==> src/shared/ira_pkg.sv <==
/*
  constants of the interrupt request arbiter: register map, field
  positions, reset values, source codes, vector and control word bases.
  assumes a 16-bit register port and 24 maskable sources.
*/
`default_nettype none
package ira_pkg;
  // ****************************************
  // register map (index on the address port)
  // ****************************************
  localparam int NSRC = 24;
  localparam logic [7:0] ADDR_MASK_LO = 8'h18;
  localparam logic [7:0] ADDR_MASK_HI = 8'h19;
  localparam logic [7:0] ADDR_IN_SERVICE_LEVELS = 8'h1a;
  localparam logic [7:0] ADDR_IMC = 8'h1b;
  localparam logic [7:0] ADDR_MASK_B0 = 8'h1c;
  localparam logic [7:0] ADDR_MASK_B1 = 8'h1d;
  localparam logic [7:0] ADDR_MASK_B2 = 8'h1e;
  // ****************************************
  // per-source control register fields
  // ****************************************
  localparam int BIT_IF = 7;
  localparam int BIT_MK = 6;
  localparam int BIT_ISM = 5;
  localparam int BIT_CSE = 4;
  localparam logic [7:0] CTRL_RESET = 8'h43;
  localparam logic IMC_RESET = 1'b1;
  // ****************************************
  // source codes and addresses
  // ****************************************
  localparam logic [4:0] SRC_NMI = 5'h18;
  localparam logic [4:0] SRC_WDT = 5'h19;
  localparam logic [4:0] SRC_TRAP = 5'h1a;
  localparam logic [4:0] SRC_BRK = 5'h1b;
  localparam logic [4:0] SRC_SOFT_BREAK_BANK_SWITCH = 5'h1c;
  localparam logic [15:0] VEC_NMI = 16'h0002;
  localparam logic [15:0] VEC_WDT = 16'h0004;
  localparam logic [15:0] VEC_TRAP = 16'h003c;
  localparam logic [15:0] VEC_BRK = 16'h003e;
  localparam logic [15:0] VEC_MASK_BASE = 16'h0006;
  localparam logic [15:0] VEC_HI_TABLE = 16'h8000;
  localparam logic [15:0] MSCW_BASE = 16'hfe06;
  typedef enum logic [1:0] {
    KIND_VECT = 2'b00,
    KIND_BANK = 2'b01,
    KIND_MACRO = 2'b10
  } ira_kind_type;
endpackage
`default_nettype wire

==> src/hw/ira_arbiter.sv <==
/*
  interrupt request arbiter: per-source control registers, mask
  collections, in-service levels, nonmaskable, trap and software break
  handling, and acceptance towards the core.
  assumes peripherals, core and register master share CLK_SYS;
  the nonmaskable pin is asynchronous.
*/
// Notes on behaviour
// [RQ1] nonmaskable from pin or watchdog, ignores enable
// [RQ2] nonmaskable bypasses levels, wins over all
// [RQ3] nonmaskable held only by same/higher busy
// [RQ4] maskable needs mask clear and global enable
// [RQ5] equal level: lowest fixed order wins
// [RQ6] four programmable levels control nesting
// [RQ7] macro service ignores levels and enable
// [RQ8] per source: vectored, bank switch or macro
// [RQ9] break vectored, break bank switch, always taken
// [RQ10] bad protected write raises op-code trap
// [RQ11] trap taken when disabled, no levels
// [RQ12] vectored: push counter and status, jump
// [RQ13] return instruction ends handler, restores context
// [RQ14] macro service: no context save or restore
// [RQ15] bank switch: select bank, save, jump
// [RQ16] serial channel 1 done: fixed addresses
// [RQ17] one control register per maskable source
// [RQ18] mask collections mirror per-source masks
// [RQ19] in-service register records handled levels
// [RQ20] mode register allows level 3 nesting
// [RQ21] level 0 most urgent, 3 least
// [RQ22] flag set on request, cleared on acceptance
// [RQ23] mask clear plus macro: macro then vectored
// [RQ24] preempt only when strictly more urgent
`timescale 1ns/10ps
`default_nettype none
module ira_arbiter
(
  input wire logic CLK_SYS,
  input wire logic RST_B,
  input wire logic [7:0] ADDR,
  input wire logic [15:0] WR_DATA,
  input wire logic WR_STB,
  input wire logic RD_STB,
  output logic [15:0] RD_DATA,
  input wire logic [23:0] SRC_REQ,
  input wire logic NMI_PIN,
  input wire logic WDT_OVF,
  input wire logic PROT_WR_FAIL,
  input wire logic BRK_EXEC,
  input wire logic SOFT_BREAK_BANK_SWITCH_EXEC,
  input wire logic HANDLER_RETURN_INSTR_EXEC,
  input wire logic GLOBAL_INT_ENABLE,
  input wire logic VECTOR_TABLE_SELECT,
  input wire logic CORE_READY,
  input wire logic MS_END,
  input wire logic [4:0] MS_END_SRC,
  output logic ACC_STB,
  output logic [1:0] ACC_KIND,
  output logic [4:0] ACC_SRC,
  output logic [15:0] ACC_VECTOR,
  output logic [15:0] ACC_MSCW,
  output logic ACC_PUSH
);
  // ****************************************
  // functions
  // ****************************************
  function automatic logic [5:0] pick_src(input logic [23:0] elig,
                                          input logic [23:0][1:0] lv);
    logic [5:0] r;
    r = 6'h00;
    for (int l = 3; l >= 0; l--)
      for (int i = 23; i >= 0; i--)
        if (elig[i] && lv[i] == 2'(l))
          r = {1'b1, 5'(i)};
    return r;
  endfunction

  function automatic logic level_ok(input logic [1:0] lv, input logic [3:0] isp,
                                    input logic nest, input logic nbusy);
    logic ok;
    ok = !nbusy;
    for (int k = 0; k < 4; k++)
      if (isp[k] && int'(lv) >= k && !(k == 3 && nest))
        ok = 1'b0;
    return ok;
  endfunction

  function automatic logic [15:0] vec_of(input logic [4:0] code, input logic vector_table_select);
    logic [15:0] v;
    case (code)
      ira_pkg::SRC_NMI: v = ira_pkg::VEC_NMI;
      ira_pkg::SRC_WDT: v = ira_pkg::VEC_WDT;
      ira_pkg::SRC_TRAP: v = ira_pkg::VEC_TRAP;
      ira_pkg::SRC_BRK: v = ira_pkg::VEC_BRK;
      ira_pkg::SRC_SOFT_BREAK_BANK_SWITCH: v = ira_pkg::VEC_BRK;
      default: v = ira_pkg::VEC_MASK_BASE + {10'h000, code, 1'b0};
    endcase
    return vector_table_select ? (v | ira_pkg::VEC_HI_TABLE) : v;
  endfunction

  // ****************************************
  // state
  // ****************************************
  logic [23:0] req_flag;
  logic [23:0] source_mask;
  logic [23:0] macro_service_select;
  logic [23:0] bank_switch_enable;
  logic [23:0][1:0] level_field;
  logic [3:0] in_service_levels;
  logic nesting_mode_ctrl;
  logic [1:0] nmi_pend;
  logic [1:0] nmi_busy;
  logic trap_pend;
  logic brk_pend;
  logic soft_break_bank_switch_pend;
  logic nmi_sync;
  logic nmi_sync_q;
  logic [23:0] next_flag;
  logic [23:0] next_mask;
  logic [23:0] next_ism;
  logic [23:0] next_cse;
  logic [23:0][1:0] next_lvl;
  logic [23:0] eligible;
  logic [23:0] take_clr;

  ira_pin_sync u_nmi_sync
  (
    .clk(CLK_SYS),
    .rst_b(RST_B),
    .pin(NMI_PIN),
    .sync(nmi_sync)
  );

  // ****************************************
  // register decode
  // ****************************************
  wire wr_ctrl = WR_STB && ADDR < 8'(ira_pkg::NSRC);
  wire wr_mlo = WR_STB && ADDR == ira_pkg::ADDR_MASK_LO;
  wire wr_mhi = WR_STB && ADDR == ira_pkg::ADDR_MASK_HI;
  wire [2:0] wr_mb = {WR_STB && ADDR == ira_pkg::ADDR_MASK_B2,
                      WR_STB && ADDR == ira_pkg::ADDR_MASK_B1,
                      WR_STB && ADDR == ira_pkg::ADDR_MASK_B0};
  wire wr_imc = WR_STB && ADDR == ira_pkg::ADDR_IMC;

  // ****************************************
  // arbitration
  // ****************************************
  wire nmi_any_busy = |nmi_busy;
  wire can_take = CORE_READY && !ACC_STB;
  // [RQ3] nonmaskable hold rank
  wire pin_ok = nmi_pend[0] && !nmi_busy[0];
  wire wdt_ok = nmi_pend[1] && !nmi_any_busy && !pin_ok;
  // [RQ5] lowest fixed order wins
  wire [5:0] pick = pick_src(eligible, level_field);
  wire found = pick[5];
  wire [4:0] sidx = pick[4:0];
  wire cand_ism = macro_service_select[sidx];
  wire cand_mask = source_mask[sidx];
  wire [1:0] cand_lvl = level_field[sidx];
  // [RQ2] fixed order of kinds
  wire [4:0] next_src = pin_ok ? ira_pkg::SRC_NMI :
                        wdt_ok ? ira_pkg::SRC_WDT :
                        trap_pend ? ira_pkg::SRC_TRAP :
                        brk_pend ? ira_pkg::SRC_BRK :
                        soft_break_bank_switch_pend ? ira_pkg::SRC_SOFT_BREAK_BANK_SWITCH : sidx;
  wire any_req = pin_ok || wdt_ok || trap_pend || brk_pend || soft_break_bank_switch_pend || found;
  wire go = can_take && any_req;
  wire soft_or_nmi = pin_ok || wdt_ok || trap_pend || brk_pend || soft_break_bank_switch_pend;
  wire take_mask = go && !soft_or_nmi;
  wire go_pin = go && pin_ok;
  wire go_wdt = go && wdt_ok;
  wire go_trap = go && !pin_ok && !wdt_ok && trap_pend;
  wire go_brk = go && !pin_ok && !wdt_ok && !trap_pend && brk_pend;
  wire go_soft_break_bank_switch = go && next_src == ira_pkg::SRC_SOFT_BREAK_BANK_SWITCH;
  // [RQ8] servicing mode per source
  wire [1:0] next_kind = go_soft_break_bank_switch ? ira_pkg::KIND_BANK :
                         !take_mask ? ira_pkg::KIND_VECT :
                         cand_ism ? ira_pkg::KIND_MACRO :
                         bank_switch_enable[sidx] ? ira_pkg::KIND_BANK :
                         ira_pkg::KIND_VECT;
  wire in_service_levels_set_en = take_mask && next_kind != ira_pkg::KIND_MACRO;
  wire [3:0] in_service_levels_set = in_service_levels_set_en ? 4'(4'h1 << cand_lvl) : 4'h0;
  // [RQ13] return releases innermost handler
  wire handler_return_instr_mask = HANDLER_RETURN_INSTR_EXEC && !nmi_any_busy;
  wire [3:0] in_service_levels_low = 4'(in_service_levels & (~in_service_levels + 4'h1));
  wire [3:0] in_service_levels_clr = handler_return_instr_mask ? in_service_levels_low : 4'h0;
  wire [1:0] nmi_clr = !HANDLER_RETURN_INSTR_EXEC ? 2'b00 : nmi_busy[0] ? 2'b01 : nmi_busy[1] ? 2'b10 : 2'b00;
  wire nmi_edge = nmi_sync && !nmi_sync_q;

  genvar g;
  for (g = 0; g < ira_pkg::NSRC; g++)
  begin : gsrc
    wire sel = wr_ctrl && ADDR[4:0] == 5'(g);
    wire ms_raise = MS_END && MS_END_SRC == 5'(g);
    wire mhit = (g < 16 ? wr_mlo : wr_mhi) || wr_mb[g / 8];
    wire mval = wr_mb[g / 8] ? WR_DATA[g % 8] : WR_DATA[g % 16];
    // [RQ22] set wins over clear
    assign next_flag[g] = SRC_REQ[g] || ms_raise ||
                          (sel ? WR_DATA[ira_pkg::BIT_IF] : req_flag[g] && !take_clr[g]);
    // [RQ18] mirrored mask views
    assign next_mask[g] = sel ? WR_DATA[ira_pkg::BIT_MK] : mhit ? mval : source_mask[g];
    // [RQ23] macro end reverts to vectored
    assign next_ism[g] = sel ? WR_DATA[ira_pkg::BIT_ISM] : macro_service_select[g] && !ms_raise;
    assign next_cse[g] = sel ? WR_DATA[ira_pkg::BIT_CSE] : bank_switch_enable[g];
    assign next_lvl[g] = sel ? WR_DATA[1:0] : level_field[g];
    assign take_clr[g] = take_mask && sidx == 5'(g);
    // [RQ4] mask and global enable
    // [RQ7] macro bypasses level and enable
    // [RQ24] strictly more urgent to preempt
    assign eligible[g] = req_flag[g] && !source_mask[g] && (macro_service_select[g] ||
                         (GLOBAL_INT_ENABLE && level_ok(level_field[g], in_service_levels,
                                                       nesting_mode_ctrl, nmi_any_busy)));
  end

  // ****************************************
  // read mux
  // ****************************************
  wire [4:0] ridx = ADDR[4:0];
  wire [15:0] ctrl_rd = {8'h00, req_flag[ridx], source_mask[ridx], macro_service_select[ridx],
                         bank_switch_enable[ridx], 2'b00, level_field[ridx]};
  wire [15:0] rd_mux = ADDR < 8'(ira_pkg::NSRC) ? ctrl_rd :
                       ADDR == ira_pkg::ADDR_MASK_LO ? source_mask[15:0] :
                       ADDR == ira_pkg::ADDR_MASK_HI ? {8'h00, source_mask[23:16]} :
                       ADDR == ira_pkg::ADDR_MASK_B0 ? {8'h00, source_mask[7:0]} :
                       ADDR == ira_pkg::ADDR_MASK_B1 ? {8'h00, source_mask[15:8]} :
                       ADDR == ira_pkg::ADDR_MASK_B2 ? {8'h00, source_mask[23:16]} :
                       ADDR == ira_pkg::ADDR_IN_SERVICE_LEVELS ? {12'h000, in_service_levels} :
                       ADDR == ira_pkg::ADDR_IMC ? {15'h0000, nesting_mode_ctrl} : 16'h0000;

  // ****************************************
  // per-source registers
  // ****************************************
  // [RQ17] control register per source
  // [RQ21] level encoding 0 most urgent
  always_ff @(posedge CLK_SYS or negedge RST_B)
  begin
    if (!RST_B)
    begin
      req_flag <= 24'h000000;
      source_mask <= 24'hffffff;
      macro_service_select <= 24'h000000;
      bank_switch_enable <= 24'h000000;
      level_field <= {24{ira_pkg::CTRL_RESET[1:0]}};
    end
    else
    begin
      req_flag <= next_flag;
      source_mask <= next_mask;
      macro_service_select <= next_ism;
      bank_switch_enable <= next_cse;
      level_field <= next_lvl;
    end
  end

  // ****************************************
  // pending and in-service state
  // ****************************************
  always_ff @(posedge CLK_SYS or negedge RST_B)
  begin
    if (!RST_B)
    begin
      in_service_levels <= 4'h0;
      nesting_mode_ctrl <= ira_pkg::IMC_RESET;
      nmi_pend <= 2'b00;
      nmi_busy <= 2'b00;
      trap_pend <= 1'b0;
      brk_pend <= 1'b0;
      soft_break_bank_switch_pend <= 1'b0;
      nmi_sync_q <= 1'b0;
    end
    else
    begin
      // [RQ6] [RQ19] level bookkeeping
      in_service_levels <= (in_service_levels & ~in_service_levels_clr) | in_service_levels_set;
      // [RQ20] level 3 nesting switch
      nesting_mode_ctrl <= wr_imc ? WR_DATA[0] : nesting_mode_ctrl;
      // [RQ1] nonmaskable sources
      nmi_pend <= {WDT_OVF, nmi_edge} | (nmi_pend & ~{go_wdt, go_pin});
      nmi_busy <= (nmi_busy & ~nmi_clr) | {go_wdt, go_pin};
      // [RQ10] [RQ11] op-code trap
      trap_pend <= PROT_WR_FAIL || (trap_pend && !go_trap);
      // [RQ9] software breaks
      brk_pend <= BRK_EXEC || (brk_pend && !go_brk);
      soft_break_bank_switch_pend <= SOFT_BREAK_BANK_SWITCH_EXEC || (soft_break_bank_switch_pend && !go_soft_break_bank_switch);
      nmi_sync_q <= nmi_sync;
    end
  end

  // ****************************************
  // outputs
  // ****************************************
  always_ff @(posedge CLK_SYS or negedge RST_B)
  begin
    if (!RST_B)
    begin
      RD_DATA <= 16'h0000;
      ACC_STB <= 1'b0;
      ACC_KIND <= ira_pkg::KIND_VECT;
      ACC_SRC <= 5'h00;
      ACC_VECTOR <= 16'h0000;
      ACC_MSCW <= 16'h0000;
      ACC_PUSH <= 1'b0;
    end
    else
    begin
      RD_DATA <= RD_STB ? rd_mux : 16'h0000;
      ACC_STB <= go;
      ACC_KIND <= next_kind;
      ACC_SRC <= next_src;
      // [RQ16] vector and control word
      ACC_VECTOR <= vec_of(next_src, VECTOR_TABLE_SELECT);
      ACC_MSCW <= ira_pkg::MSCW_BASE + {10'h000, sidx, 1'b0};
      // [RQ12] [RQ14] [RQ15] context save
      ACC_PUSH <= go && next_kind == ira_pkg::KIND_VECT;
    end
  end
endmodule
`default_nettype wire

==> src/hw/ira_pin_sync.sv <==
/*
  two-stage synchroniser for an asynchronous pin.
  assumes the pin is a slow level; output lags by two clocks.
*/
`timescale 1ns/10ps
`default_nettype none
module ira_pin_sync
(
  input wire logic clk,
  input wire logic rst_b,
  input wire logic pin,
  output logic sync
);
  logic meta;

  always_ff @(posedge clk or negedge rst_b)
  begin
    if (!rst_b)
    begin
      meta <= 1'b0;
      sync <= 1'b0;
    end
    else
    begin
      meta <= pin;
      sync <= meta;
    end
  end
endmodule
`default_nettype wire

==> config.mk <==
export PLATFORM = sky130hd
export DESIGN_NAME = ira_arbiter
export DESIGN_NICKNAME = d
export VERILOG_FILES = /design/src/shared/ira_pkg.sv /design/src/hw/ira_arbiter.sv /design/src/hw/ira_pin_sync.sv
export SDC_FILE = /design/constraint.sdc
export NUM_CORES = 1
export LEC_CHECK = 0
export BUFFER_PORTS_ARGS = -buffer_cell sky130_fd_sc_hd__buf_4
export CELL_PAD_IN_SITES_DETAIL_PLACEMENT = 1
export CELL_PAD_IN_SITES_GLOBAL_PLACEMENT = 1
export CORE_MARGIN = 3
export CORE_UTILIZATION = 28
export DETAILED_ROUTE_END_ITERATION = 7
export PLACE_DENSITY_LB_ADDON = 0.1
export SLEW_MARGIN = 20
export SYNTH_ARGS = -nofsm -noshare
export SYNTH_HDL_FRONTEND = slang
export SYNTH_SLANG_ARGS = --single-unit
==> constraint.sdc <==
create_clock -name CLK_SYS -period 5.85 [get_ports CLK_SYS]
set_input_delay 0.2925 -clock CLK_SYS [delete_from_list [all_inputs] [get_ports CLK_SYS]]
set_output_delay 0.2925 -clock CLK_SYS [all_outputs]
set_load 0.05 [all_outputs]
---- Yosys cells after proc, flatten, opt, wreduce, memory -nomap -nowiden ----
Cells that the tools add are included.
operators by class
  shift operators ......................... 1
  reduce and logical (&&, ||, !) cells .... 633
  multiplexer cells ....................... 314
  $add $sub $neg .......................... 3
  magnitude comparators ................... 75
  equal/unequal tests ..................... 154
  bitwise operators ....................... 11
operator list
  operator              number
  $mux W6               96
  $logic_and A1 B1 Y1   412
  $mux W1               185
  $eq A5 B5 Y1 const B  29
  $eq A5 B4 Y1 const B  24
  $eq A2 B2 Y1 const B  48
  $ge A2 B2 Y1 const B  48
  $logic_not A1 Y1      84
  $logic_or A1 B1 Y1    83
  $mux W16              4
  $eq A5 B3 Y1 const B  12
  $eq A8 B5 Y1 const B  7
  $logic_not A2 Y1      25
  $eq A2 B1 Y1 const B  24
  $ge A2 B1 Y1 const B  24
  $reduce_bool A2 Y1    24
  $mux W8               4
  $bmux W1 S5           6
  $eq A5 B2 Y1 const B  6
  $pmux W7 S4           1
  $mux W5               5
  $bmux W2 S5           2
  $mux W2               8
  $eq A5 B1 Y1 const B  3
  other kinds (16)      27
storage, ports and cells
  output and inout port bits .............. 57
  logic and storage cells ................. 1282
  input bits .............................. 67
  flip-flop bits (word level) ............. 211

---- Logic depth before layout (Yosys ltp) ----
  depth in word-level cells ............... 118
  depth in mapped cells ................... 24
  mapped depth without buffers ............ 19

---- Hierarchy ----
From an unflattened synthesis, not the netlist that was laid out.
unflattened totals
  cells, all modules ...................... 1589
  area total of the unflattened synthesis .. 14859.3 µm²
by module, submodules not included
  module        cells each  seq. area each (µm²)  times used  area an instance (µm²)
  ira_arbiter   1587        4996.0                1           14809.2
  ira_pin_sync  2           50.0                  1           50.0

---- Worst setup path before layout ----
No wires, ideal clock.
  kind .................................... register to register
  start ................................... reg nmi_busy[0]
  end ..................................... reg ACC_VECTOR[1]
  setup time .............................. 64 ps
  data required time ...................... 5786 ps
  data arrival time ....................... 4411 ps
  stages on the path, launching flop included .. 25
  path buffers ............................ 5
  clock period less this slack ............ 4475 ps
  setup slack ............................. 1375 ps
  path through ............................ dfrtp_1 buf_2 nor4b_4 buf_2 buf_4 buf_2 o211ai_1 and2_1 a221oi_1 nand3_1 nor3_1 a21oi_1 a21o_1 buf_1 a21oi_1 o21ai_0 nand2_1 inv_1 ha_1 nor2_1 nor2_1 a31oi_1 a21boi_0 a222oi_1 inv_1
on the way
  longest elaborated chain between the ends .. 115
  elaborated cells between the ends (all ways) .. 358
  classes of those cells .................. add/sub: 1; eq/ne: 5; mux: 176; reduce/logical: 176
RTL lines
  element                                                RTL line                               RTL
  from (decl)                                            ira_arbiter.sv:111                     logic [1:0] nmi_busy;
  from (signal assigned)                                 ira_arbiter.sv:278                     nmi_busy <= (nmi_busy & ~nmi_clr) | {go_wdt, go_pin};
  $reduce_or A2 Y1                                       ira_arbiter.sv:147                     wire nmi_any_busy = |nmi_busy;
  $logic_not A1 Y1                                       ira_arbiter.sv:80, ira_arbiter.sv:151
  $mux W1 (4 in series)                                  ira_arbiter.sv:82                      if (isp[k] && int'(lv) >= k && !(k == 3 && nest))
  $logic_and A1 B1 Y1                                    ira_arbiter.sv:210                     (GLOBAL_INT_ENABLE && level_ok(level_field[g], in_service_levels,
  $logic_or A1 B1 Y1                                     ira_arbiter.sv:209                     assign eligible[g] = req_flag[g] && !source_mask[g] && (macro_service_select[g] ||
  $logic_and A1 B1 Y1                                    ira_arbiter.sv:209
  $logic_and A1 B1 Y1                                    ira_arbiter.sv:72                      if (elig[i] && lv[i] == 2'(l))
  $mux W6 (96 in series)                                 ira_arbiter.sv:72
  $mux W5                                                ira_arbiter.sv:164                     soft_break_bank_switch_pend ? ira_pkg::SRC_SOFT_BREAK_BANK_SWITCH : sidx;
  $mux W5                                                ira_arbiter.sv:163                     brk_pend ? ira_pkg::SRC_BRK :
  $mux W5                                                ira_arbiter.sv:162                     trap_pend ? ira_pkg::SRC_TRAP :
  $mux W5                                                ira_arbiter.sv:161                     wdt_ok ? ira_pkg::SRC_WDT :
  $mux W5 (*)                                            ira_arbiter.sv:160                     wire [4:0] next_src = pin_ok ? ira_pkg::SRC_NMI :
  named net next_src[0]                                  ira_arbiter.sv:160
  branches (longest 2 deep; another with $add A3 B6 Y7)  --
  $pmux W7 S4 (*)                                        ira_arbiter.sv:89                      case (code)
  $mux W16 (*)                                           ira_arbiter.sv:97                      return vector_table_select ? (v | ira_pkg::VEC_HI_TABLE) : v;
  to (signal assigned)                                   ira_arbiter.sv:310                     ACC_VECTOR <= vec_of(next_src, VECTOR_TABLE_SELECT);
  to (decl)                                              ira_arbiter.sv:59                      output logic [15:0] ACC_VECTOR,
Mark *: on every way through the listed nets, which the timed path passes.
A chain may end at the register's enable or synchronous reset.

---- Worst setup path after layout ----
  start ................................... reg in_service_levels[0]
  end ..................................... reg ACC_VECTOR[1]
on the way
  longest elaborated chain between the ends .. 113
  elaborated cells between the ends (all ways) .. 351
  classes of those cells .................. add/sub: 1; eq/ne: 5; mux: 176; reduce/logical: 169
RTL lines
  element                                                RTL line            RTL
  from (decl)                                            ira_arbiter.sv:108  logic [3:0] in_service_levels;
  from (signal assigned)                                 ira_arbiter.sv:273  in_service_levels <= (in_service_levels & ~in_service_levels_clr) | in_service_levels_set;
  $mux W1 (*)                                            ira_arbiter.sv:82
  $mux W1 (3 in series)                                  ira_arbiter.sv:82
  $logic_and A1 B1 Y1                                    ira_arbiter.sv:210
  $logic_or A1 B1 Y1                                     ira_arbiter.sv:209
  $logic_and A1 B1 Y1                                    ira_arbiter.sv:209
  $logic_and A1 B1 Y1                                    ira_arbiter.sv:72
  $mux W6 (95 in series)                                 ira_arbiter.sv:72
  $mux W6 (*)                                            ira_arbiter.sv:72
  $mux W5 (*)                                            ira_arbiter.sv:164
  $mux W5 (*)                                            ira_arbiter.sv:163
  $mux W5 (*)                                            ira_arbiter.sv:162
  $mux W5 (*)                                            ira_arbiter.sv:161
  $mux W5 (*)                                            ira_arbiter.sv:160
  branches (longest 2 deep; another with $add A3 B6 Y7)  --
  $pmux W7 S4 (*)                                        ira_arbiter.sv:89
  $mux W16 (*)                                           ira_arbiter.sv:97
Every way passes the cells marked *.

==> metrics <==
status complete, no violations; top-area cell type share of the netlist area 0.216; final worst-path cycle share 0.926; number of remaining DRC errors 0; initial DRC count around 1,300; # IOs between 100 and 150; post-detailed-route wirelength per cell a little over 30 um; mapped cell area about 14,000 sq um; vias in the first global route about 14,000; synth top area cells dfrtp_1 22%, dfstp_2 13%, mux4_2 7.9%, nand2_1 7.1%, o21ai_0 4.8%; largest net degree at the start of global routing 114; post-synthesis sequential area ratio 0.349; drt first pass iters 6; fraction of registers with async set or reset after synthesis 1.00; Synth area leader dfrtp_1; starting density of the core 0.286; antenna violations before repair 2; arrival time at the worst endpoint around 6 ns; Die H approximately 230 um; post-route setup TNS 0 ns; aggregate global-route resource usage 0.271; H-tree Lvls 4; WHS Path Cells 3; Setup Skew around 0.014 ns; Avg Synthesized Cell Area approximately 8.9 sq um; vias ~14,000; Std-Cell Rows 82; gp weighted congestion a little under 1; most common cell after layout, fill and taps aside nand2_1; Clock Pin Slew Worst Setup and Hold Paths around 0.090 ns; Overflow after GRT 0; Post-Synthesis Cells roughly 1,600; critical path startpoint category flop; Max-slew headroom 0.311; CTS Sinks just under 200; warnings from Yosys 0; CP Max Fanout 15; max-cap violation count 0; share of post-route cells with drive strength above 1 0.219; Die Span X about 230 um; # setup viols final 0; placed inst area approximately 16,000 sq um; count of buffers from port buffering 111; Post-CTS Setup Bufs 0; area delta synth->final 16.1%; Final Hold Fails 0; reg2reg path depth 19; Post-DP HPWL slightly below 60 mm; Yosys reg bits roughly 200; first-pass GRT wire length ~110 mm; top_reg_cell synth dfrtp_1; Synth cell types between 90 and 100; clk buf depth 2; CTS Root Cell clkbuf_16; Peak VDD IR around 0.00016 V; Num CTS Buffers 17; post-route ant nets 0; CTS tree yes; core box area 50,600 sq um; Die ar. approximately 54,000 sq um; Final min period 5.42 ns; LEAKAGE approximately 6.8 nW; PD cells between 200 and 300 nW/um^2; Worst Hold Class input pin to flop; most frequent cells in the layout 274 x nand2_1, 140 x o21ai_0, 140 x buf_4, 125 x dfrtp_1, 94 x nor2_1; routed wire length approximately 74 mm; Final Slew Violations 0; diode count 0; design area 16,800 sq um; Vias per Instance roughly 6; worst-skew pair later-pin latency around 0.50 ns; f_max roughly 180 MHz; Worst EP required about 6.3 ns; Worst setup EP type flop; Layout Nets around 1,800; number of flops mapped to enable cells by yosys 0; Setup Crit Path Kind flop to flop; RSZ-0062 raised after global routing false; actual slew at the worst max-slew pin just over 1 ns
==> cell type report <==
cell class	count	area (sq um)
tap	672	841
fill	5884	33800
sequential	198	5050
timing repair buffer	162	1300
inverter	49	186
multi-input combinational	1287	8830
clock buffer	18	429
clock inverter	14	161
==> metal layers <==
| layer | wire length, um | track usage |
|---|---|---|
| met4 | 1540 | 0.0662 |
| met5 | 0 | 0 |
| met1 | 32100 | 0.373 |
| met2 | 34900 | 0.441 |
| met3 | 5210 | 0.0494 |
==> worst paths after layout <==
path	from	end	slack [ns]
setup / recovery	in_service_levels[0]	ACC_VECTOR[1]	0.43
hold / removal	SRC_REQ[8]	req_flag[8]	0.03
setup reg to reg	in_service_levels[0]	ACC_VECTOR[1]	0.43
hold reg to reg	u_nmi_sync.meta	u_nmi_sync.sync	0.36
max in group asynchronous	RST_B	req_flag[10]	4.06
min in group asynchronous	RST_B	RD_DATA[10]	0.40
==> cell families after synthesis <==
family | count (synthesis) | synth area share
muxes | 152 | 0.154
buffers and inverters | 150 | 0.0459
and+or+nand+nor | 656 | 0.235
AOI/OAI and AO/OA | 450 | 0.204
xor gates and xnor gates | 4 | 0.00242
other | 2 | 0.000519
DFF | 198 | 0.349
adders and majority gates | 10 | 0.00865
==> power breakdown <==
| part | internal, W | switching (W) | leakage, nW |
|---|---|---|---|
| logic | 0.000623 | 0.00122 | 4.18 |
| registers | 0.00150 | 0.000179 | 2.29 |
| clock network | 0.000609 | 0.000653 | 0.288 |
==> registers in the layout, summed over array words and instances (netlist names), 2 cells and up <==
register and count:
level_field 48, bank_switch_enable 24, macro_service_select 24, req_flag 24, source_mask 24, RD_DATA 16, ACC_MSCW 7, ACC_VECTOR 7
ACC_SRC 5, in_service_levels 4, ACC_KIND 2, nmi_busy 2, nmi_pend 2
==> critical path, cell delays in order (launching register included) <==
cell and delay, ns:
dfrtp_1 0.48, nor4b_4 0.62, and3_1 0.64, o21ai_0 0.15
a21oi_1 0.34, o2111ai_1 0.27, a211o_1 0.34, a21oi_1 0.19
a21o_1 0.20, buf_4 0.36, a21oi_1 0.12, o21ai_0 0.15
nand2_1 0.19, ha_1 0.24, nor2_1 0.11, nor2_1 0.04
a31oi_1 0.37, a21boi_0 0.31, a222oi_1 0.13, inv_1 0.07
==> synthesized netlist by cell type (all sizes together) (24+ instances only) <==
| master | count |
|---|---|
| a21oi | 66 |
| buf | 39 |
| clkbuf | 62 |
| dfrtp | 125 |
| dfstp | 73 |
| inv | 48 |
| mux2 | 51 |
| mux2i | 50 |
| mux4 | 51 |
| nand2 | 274 |
| nand3 | 59 |
| nor2 | 95 |
| nor3 | 24 |
| nor4bb | 26 |
| o211ai | 45 |
| o21ai | 154 |
==> what timing repair did <==
item | in CTS | in global routing
gates resized for setup | 0 | 0
hold endpoints to repair | 90 | 0
hold buffers | 19 | 0
==> through the flow <==
| stage | hold WS [ns] | worst slack (ns) | total power [W] | std cells | util |
|---|---|---|---|---|---|
| final | 0.0270 | 0.432 | 0.00478 | 2400 | 0.332 |
| after floorplan | -0.00309 | 1.37 | 0.00275 | 1635 | - |
| after global placement | 0.343 | 0.640 | 0.00348 | 2349 | 0.316 |
| after CTS | 0.000685 | 0.521 | 0.00479 | 2400 | 0.332 |
| after global routing | 0.0277 | 0.106 | 0.00499 | 2400 | 0.332 |
| after detailed placement | 0.352 | 0.554 | 0.00350 | 2349 | 0.316 |
No activity file was read; power rests on OpenSTA's default activity.
